===== config.mk =====
export PLATFORM = sky130hd
export DESIGN_NAME = lpc_ctrl
export DESIGN_NICKNAME = d
export VERILOG_FILES = /design/src/common/lpc_pkg.sv /design/src/design/lpc_ctrl.sv
export SDC_FILE = /design/constraint.sdc
export NUM_CORES = 1
export LEC_CHECK = 0
export BUFFER_PORTS_ARGS = -buffer_cell sky130_fd_sc_hd__buf_2
export CAP_MARGIN = 20
export CORE_ASPECT_RATIO = 0.8
export CORE_MARGIN = 1.5
export CORE_UTILIZATION = 60
export DETAILED_ROUTE_END_ITERATION = 12
export PLACE_DENSITY = 0.79
export SYNTH_ARGS = -nofsm -noshare
export SYNTH_HDL_FRONTEND = slang
export SYNTH_SLANG_ARGS = --single-unit
export TNS_END_PERCENT = 5

===== constraint.sdc =====
create_clock -name mclk -period 2.8 [get_ports mclk]
set_input_delay 0.56 -clock mclk [delete_from_list [all_inputs] [get_ports mclk]]
set_output_delay 0.56 -clock mclk [all_outputs]
set_load 0.01 [all_outputs]

===== src/common/lpc_pkg.sv =====
// Functional notes
// - CKE low with CS_n high enters power-down.
// - Drive NOP in cycle after power-down entry.
// - Keep CKE high during reads, writes, MRR, MRW.
// - Hold CKE low, then high, tCKE each.
// - Limit power-down time to meet refresh.
// - Exit with CKE high and CS_n high.
// - Wait tXP after CKE high before commands.
// - Two stable clocks before power-down exit.
// - Read: CKE low after RL+RU(tDQSCK)+BL/2+1.
// - Read-AP or MRR: same delay after command.
// - Write: CKE low after WL+1+BL/2+RU(tWR).
// - Write-AP: one cycle more than write.
// - Refresh, activate, precharge: wait tIHCKE.
// - MRW: wait tMRW before CKE low.
// - Deep power-down: CKE low, CS low, CA=011.
// - Deep power-down exit on CKE high, tISCKE.
// - Reinitialise device after deep power-down exit.
// - Clock stop only with refresh executing; the code stops it in power-down, where nothing refreshes.
// - Keep clock 2 cycles around CKE edges.
// - CKE-high frequency change needs 2tCK plus tXP.
package lpc_pkg;
   localparam int TCK_NS       = 100;
   localparam int TCKE_NS      = 15;
   localparam int TXP_NS       = 15;
   localparam int TIHCKE_NS    = 1;
   localparam int TMRW_NS      = 50;
   localparam int TISCKE_NS    = 1;
   localparam int TDQSCK_NS    = 6;
   localparam int TWR_NS       = 15;
   localparam int REFWIN_NS    = 3900;
   localparam int RL_CYC       = 3;
   localparam int WL_CYC       = 1;
   localparam int BL_CYC       = 4;
   localparam int STABLE_CYC   = 2;
   localparam int WRAP_EXTRA   = 1;
   localparam int CAT_EXTRA    = 1;
   function automatic int ru(input int ns);
      int c;
      c = (ns + TCK_NS - 1) / TCK_NS;
      return (c < 1) ? 1 : c;
   endfunction
   localparam int TCKE_CYC   = ru(TCKE_NS);
   localparam int TXP_CYC    = ru(TXP_NS);
   localparam int TIHCKE_CYC = ru(TIHCKE_NS);
   localparam int TMRW_CYC   = ru(TMRW_NS);
   localparam int TISCKE_CYC = ru(TISCKE_NS);
   localparam int RD_CYC     = RL_CYC + ru(TDQSCK_NS) + BL_CYC / 2 + CAT_EXTRA;
   localparam int WR_CYC     = WL_CYC + CAT_EXTRA + BL_CYC / 2 + ru(TWR_NS);
   localparam int WRA_CYC    = WR_CYC + WRAP_EXTRA;
   localparam int PD_MAX_CYC = REFWIN_NS / TCK_NS;
   localparam logic [2:0] CA_DPD = 3'h3;
   localparam logic [2:0] CA_NOP = 3'h7;
   typedef enum logic [2:0] {
      CMD_NONE = 3'h0, CMD_RD = 3'h1, CMD_RDA = 3'h2, CMD_MRR = 3'h3,
      CMD_WR = 3'h4, CMD_WRA = 3'h5, CMD_MRW = 3'h6, CMD_RAP = 3'h7
   } lpc_cmd_type;
   typedef enum logic [2:0] {
      ST_RUN = 3'h0, ST_PD = 3'h1, ST_PDX = 3'h3, ST_DPD = 3'h2,
      ST_DPDX = 3'h6, ST_CLKOFF = 3'h7
   } lpc_state_type;
endpackage


===== src/design/lpc_ctrl.sv =====
`timescale 1ns/100ps
module lpc_ctrl
   import lpc_pkg::*;
(
   // Clock and reset.
   input  wire logic        mclk,
   input  wire logic        rstn,
   // Command observation from the main controller.
   input  wire logic        cmd_valid,
   input  wire lpc_cmd_type cmd_kind,
   input  wire logic        banks_open,
   // Power requests.
   input  wire logic        pd_req,
   input  wire logic        dpd_req,
   input  wire logic        clk_stop_req,
   input  wire logic        wake_req,
   // Status.
   output logic             busy,
   output logic             cmd_ok,
   output logic             active_pd,
   output logic             need_init,
   // Pins toward the memory.
   output logic             cke,
   output logic             cs_n,
   output logic [2:0]       ca,
   output logic             ck_en
);
   // Sequencer state and its counters.
   lpc_state_type state;
   lpc_state_type next_state;
   logic [15:0]   hold;
   logic [15:0]   next_hold;
   logic [15:0]   pd_time;
   logic [15:0]   next_pd_time;
   logic [15:0]   lock;
   logic [15:0]   next_lock;
   logic [15:0]   lock_step;
   logic [15:0]   hold_step;
   logic [15:0]   pd_step;

   // Next values of the pins and flags.
   logic          next_cke;
   logic          next_cs_n;
   logic [2:0]    next_ca;
   logic          next_ck_en;
   logic          next_active_pd;
   logic          next_need_init;

   // Decoded conditions.
   logic          in_run;
   logic          in_pd;
   logic          in_clkoff;
   logic          pd_state;
   logic          hold_done;
   logic          lock_done;
   logic          run_idle;
   logic          moving;
   logic          enter_pd;
   logic          enter_dpd;
   logic          can_low;
   logic          pd_expired;
   logic          leave;
   logic          dpd_wake;
   logic          low_next;
   logic          load_lock;
   logic          clock_parked;
   logic          init_done;
   logic [15:0]   cmd_wait;
   logic [15:0]   hold_load;

   function automatic logic [15:0] wait_of(input lpc_cmd_type k);
      logic [15:0] w;
      w = 16'h0000;
      case (k)
         CMD_RD: begin
            w = 16'(RD_CYC);
         end
         CMD_RDA: begin
            w = 16'(RD_CYC);
         end
         CMD_MRR: begin
            w = 16'(RD_CYC);
         end
         CMD_WR: begin
            w = 16'(WR_CYC);
         end
         CMD_WRA: begin
            w = 16'(WRA_CYC);
         end
         CMD_MRW: begin
            w = 16'(TMRW_CYC);
         end
         CMD_RAP: begin
            w = 16'(TIHCKE_CYC);
         end
         default: begin
            w = 16'h0000;
         end
      endcase
      return w;
   endfunction

   function automatic logic [15:0] hold_of(input lpc_state_type from,
                                           input lpc_state_type to);
      logic [15:0] h;
      h = 16'h0000;
      case (to)
         ST_PD: begin
            if (from == ST_CLKOFF) begin
               h = 16'(STABLE_CYC);
            end else begin
               h = 16'(TCKE_CYC);
            end
         end
         ST_CLKOFF: begin
            h = 16'(STABLE_CYC);
         end
         ST_DPD: begin
            h = 16'(TCKE_CYC);
         end
         ST_PDX: begin
            h = 16'(TCKE_CYC > TXP_CYC ? TCKE_CYC : TXP_CYC);
         end
         ST_DPDX: begin
            h = 16'(TISCKE_CYC);
         end
         default: begin
            h = 16'h0000;
         end
      endcase
      return h;
   endfunction

   // State decodes.
   assign in_run       = (state == ST_RUN);
   assign in_pd        = (state == ST_PD);
   assign in_clkoff    = (state == ST_CLKOFF);
   assign pd_state     = in_pd || in_clkoff;
   assign hold_done    = (hold == 16'h0000);
   assign lock_done    = (lock == 16'h0000);
   assign run_idle     = in_run && hold_done;

   // Lowering CKE waits until every burst and mode access has drained.
   assign cmd_wait     = wait_of(cmd_kind);
   // A shorter drain never cuts a longer one that is already running.
   assign load_lock    = cmd_valid && (cmd_wait > lock);
   assign can_low      = lock_done && !cmd_valid;
   assign enter_pd     = run_idle && (pd_req || clk_stop_req) && can_low;
   assign enter_dpd    = run_idle && dpd_req && can_low;

   // Exit is forced once power-down time reaches the refresh window, as nothing refreshes here.
   assign pd_expired   = (pd_time >= 16'(PD_MAX_CYC));
   assign leave        = (wake_req || pd_expired) && hold_done;
   assign dpd_wake     = wake_req && hold_done;
   assign moving       = (state != next_state);
   assign hold_load    = hold_of(state, next_state);
   assign low_next     = (next_state == ST_PD) ||
                         (next_state == ST_CLKOFF) ||
                         (next_state == ST_DPD);
   // The clock is held stopped only well inside power-down, never at its edges.
   assign clock_parked = in_clkoff && hold_done && !leave;
   assign init_done    = wake_req && in_run && !dpd_req;

   // Next values of the counters.
   assign lock_step    = lock - 16'h0001;
   assign hold_step    = hold - 16'h0001;
   assign pd_step      = pd_time + 16'h0001;
   assign next_lock    = load_lock ? cmd_wait : (lock_done ? 16'h0000 : lock_step);
   assign next_hold    = moving ? hold_load : (hold_done ? 16'h0000 : hold_step);
   assign next_pd_time = pd_state ? pd_step : 16'h0000;

   // Next values of the pins and flags.
   assign next_cke       = !low_next;
   assign next_cs_n      = !enter_dpd;
   assign next_ca        = enter_dpd ? CA_DPD : CA_NOP;
   assign next_ck_en     = !clock_parked;
   assign next_active_pd = enter_pd ? banks_open : active_pd;
   // A new deep power-down entry wins over the init-done strobe.
   assign next_need_init = enter_dpd ? 1'b1 : (init_done ? 1'b0 : need_init);

   always_comb begin
      next_state = state;
      case (state)
         ST_RUN: begin
            if (enter_dpd) begin
               next_state = ST_DPD;
            end else if (enter_pd) begin
               next_state = clk_stop_req ? ST_CLKOFF : ST_PD;
            end
         end
         ST_PD: begin
            if (leave) begin
               next_state = ST_PDX;
            end
         end
         ST_CLKOFF: begin
            // Clock resumes before CKE rises so the memory sees stable cycles.
            if (leave) begin
               next_state = ST_PD;
            end
         end
         ST_PDX: begin
            if (hold_done) begin
               next_state = ST_RUN;
            end
         end
         ST_DPD: begin
            if (dpd_wake) begin
               next_state = ST_DPDX;
            end
         end
         ST_DPDX: begin
            if (hold_done) begin
               next_state = ST_RUN;
            end
         end
         default: next_state = ST_RUN;
      endcase
   end

   always_ff @(posedge mclk or negedge rstn) begin
      if (!rstn) begin
         state <= ST_RUN;
      end else begin
         state <= next_state;
      end
   end

   always_ff @(posedge mclk or negedge rstn) begin
      if (!rstn) begin
         lock <= 16'h0000;
      end else begin
         lock <= next_lock;
      end
   end

   always_ff @(posedge mclk or negedge rstn) begin
      if (!rstn) begin
         hold <= 16'h0000;
      end else begin
         hold <= next_hold;
      end
   end

   always_ff @(posedge mclk or negedge rstn) begin
      if (!rstn) begin
         pd_time <= 16'h0000;
      end else begin
         pd_time <= next_pd_time;
      end
   end

   always_ff @(posedge mclk or negedge rstn) begin
      if (!rstn) begin
         cke <= 1'b1;
      end else begin
         cke <= next_cke;
      end
   end

   always_ff @(posedge mclk or negedge rstn) begin
      if (!rstn) begin
         cs_n <= 1'b1;
      end else begin
         cs_n <= next_cs_n;
      end
   end

   always_ff @(posedge mclk or negedge rstn) begin
      if (!rstn) begin
         ca <= CA_NOP;
      end else begin
         ca <= next_ca;
      end
   end

   always_ff @(posedge mclk or negedge rstn) begin
      if (!rstn) begin
         ck_en <= 1'b1;
      end else begin
         ck_en <= next_ck_en;
      end
   end

   always_ff @(posedge mclk or negedge rstn) begin
      if (!rstn) begin
         active_pd <= 1'b0;
      end else begin
         active_pd <= next_active_pd;
      end
   end

   always_ff @(posedge mclk or negedge rstn) begin
      if (!rstn) begin
         need_init <= 1'b0;
      end else begin
         need_init <= next_need_init;
      end
   end

   assign busy   = !run_idle;
   assign cmd_ok = run_idle && !need_init;
endmodule


==> results by group <==
Detailed routing
  – Vias post-DR: 2233
  – Routed Antenna Nets: 0
  – Vias per cell: 5.74
  – DR pass1 iterations: 4
  – DR DRC count: 0
  – Drt first-iter violations: 110
  – Routed wire length: 5460 µm
  – WL per Instance: 14.0 µm

Timing
  – Clk_skew: 0.0103 ns
  – Final hold violations: 0
  – Worst-Margin Slew: 0.629 ns
  – RSZ-0062 raised after global routing: no
  – Worst hold slack: 0.234 ns
  – Setup ws final: 0.304 ns
  – Final setup fails: 0
  – Max frequency: 0.401 GHz
  – Setup_tns: 0 ns
  – Slew headroom: 0.580
  – Final Max Tran Viols: 0
  – Crit share post-route: 0.892
  – Min Clock Period, post-route: 2.50 ns

Clock tree
  – Clock insertion delay at the later pin of the skew report: 0.32 ns
  – Root Driver: clkbuf_8
  – H-tree levels: 2
  – Hold_buf cts: 0
  – TritonCTS Buffers: 5
  – # resized after CTS: 0
  – CTS sink cnt: 56
  – Clock Tree Buf Depth: 2
  – Clk pin slew, worst setup/hold paths: 0.10 ns
  – CTS tree: done
  – Setup Buffers After CTS: 0

GRT
  – Total global routing overflow: 0
  – Total GRT Usage: 0.232
  – Initial antenna violation count: 0
  – Via count of the first global-routing pass: 2116
  – Largest net degree at the start of global routing: 27
  – Global-route wire length before repair: 9500 µm

Power
  – Combinational Power Share: 0.294
  – Worst vdd ir: 0.504 mV
  – LEAKAGE: 1.40 nW
  – Total power: 2.51 mW
  – Flop pwr share: 0.523
  – PD cells: 773 mW/mm²
  – Internal: 1.58 mW
  – Clock power frac: 0.183
  – Switching Share: 0.369
  – Net Sw Power: 0.925 mW

Yosys
  – EDFF count, synth: 0
  – #FFs+latches synth: 56
  – Synth Warn #: 0
  – Top-area cell type share of the netlist area: 0.441
  – Sequential area share after synthesis: 0.467
  – Ranking of synthesized cells by area: dfrtp_1 44%, nor2_1 6.1%, xnor2_1 5.2%
  – Synth Instances: 308
  – Synthesized area: 0.00301 mm²
  – Synth cell types: 55
  – Main synth FF type: dfrtp_1
  – Synthesized area per cell: 9.77 µm²
  – Synth async-reset ratio: 1.00
  – Top cell type by total area after synthesis: dfrtp_1

Final layout
  – Area grow syn2layout: 7.81%
  – Nets: 345
  – Layout cells sized above 1: 0.161
  – Commonest non-fill, non-tap cell in the layout: dfrtp_1
  – Design area: 0.00325 mm²
  – Fin util: 0.690
  – Antenna Cells: 0
  – Commonest cells after routing, fill and taps aside: 53 x dfrtp_1, 49 x nor2_1, 21 x nand2_1
  – Fin cells: 389

Floorplan
  – # IOs: 21
  – Cell Rows: 22
  – Core area: 0.00471 mm²
  – Die Wd: 82.2 µm
  – Initial Util: 0.640
  – Die area: 0.00545 mm²
  – Die height: 66.4 µm

Placed design
  – Post-Place Cell Area: 0.00315 mm²
  – Buffers on Ports: 18
  – Post-DP HPWL: 4030 µm
  – Placed cell count: 381
  – GP Congestion: 0.851
  – Place WS: 0.413 ns

Run
  – Max cap viols: 0

Worst setup path
  – Worst setup path class: flip-flop to primary output
  – CP Capture Type: primary output
  – CP Data Arrival Time: 1.94 ns
  – Reg2reg start: lock[0]
  – Worst Setup SP: hold[0]
  – Critical Path Start Type: flip-flop
  – Critical Path RT: 2.24 ns
  – Worst Path Max Fanout: 12

Outcome
  – Status: complete, no violations

Worst hold path
  – Path type of the worst min-delay path: primary input to asynchronous set/reset pin
## power by group through the flow
stage	Combinational (mW)	Sequential (mW)	Clock (mW)
2_1_floorplan	0.609	1.27	0
3_3_place_gp	0.715	1.31	0
3_5_place_dp	0.742	1.32	0
4_1_cts	0.743	1.31	0.471
5_1_grt	0.842	1.35	0.499
6_report	0.738	1.31	0.458
## synthesized netlist by cell type (2+ instances only)
library cell   n
a21oi_1       16
and3_1         4
and4_1         2
buf_4          4
clkbuf_1       5
dfrtp_1       53
dfstp_2        3
ha_1           6
inv_1         12
nand2_1       21
nand2b_1       3
nand3_1       16
nor2_1        49
nor3_1         7
nor3b_2        2
nor4_1         7
nor4_2         2
o21a_1         2
o21ai_0        7
o21ai_1        5
o31ai_1        2
o31ai_4        2
o41ai_1        3
or2_2          2
or3_1          9
or4_1          3
or4_4          2
xnor2_1       18
xor2_1        15
## path summary, 6_finish.rpt
kind	slack, ns	cells past startpoint	end
min in group mclk	0.47	2	ca[2]
max in group asynchronous	1.86	2	cke
setup / recovery	0.30	8	cmd_ok
setup reg to reg	0.40	9	hold[0]
hold / removal	0.23	1	pd_time[5]
hold reg to reg	0.49	1	pd_time[0]
## flip-flops by register name, summed over array words and instances, names as in the netlist
signal	cells
lock	16
need_init	1
cke	1
ca	1
state	3
hold	16
ck_en	1
active_pd	1
pd_time	16
## cells by family after synthesis
family,share of synthesized area
compound gates,0.104
fa+ha+maj,0.0249
buf+inv,0.0366
simple gates,0.264
xor+xnor,0.0960
mux,0.00707
other cells,0.00125
flops,0.467
## layer usage
layer  vias to the layer above  routed length, µm  GRT usage
met5                         -                  0          0
met4                         0                 92     0.0932
met3                         8                198     0.0497
li1                       1114                  -          -
met1                      1065               2840      0.327
met2                        46               2330      0.347
## worst max-delay path, stage by stage, from the launching register on
cell and delay (ns):
dfrtp_1 0.42, inv_1 0.09, ha_1 0.18, nor3b_2 0.20, nand4_1 0.11, buf_4 0.21
nand2b_1 0.17, nor2_1 0.11, buf_2 0.13
## cell type report
cell class | count | area (µm²)
fill | 383 | 1460
sequential | 56 | 1410
timing repair buffer | 23 | 128
multi-input combinational | 230 | 1500
tap | 60 | 75.1
clock inverter | 1 | 7.51
clock buffer | 7 | 86.3
inverter | 12 | 45.0
Note: power is estimated with default switching activity, not from simulation.
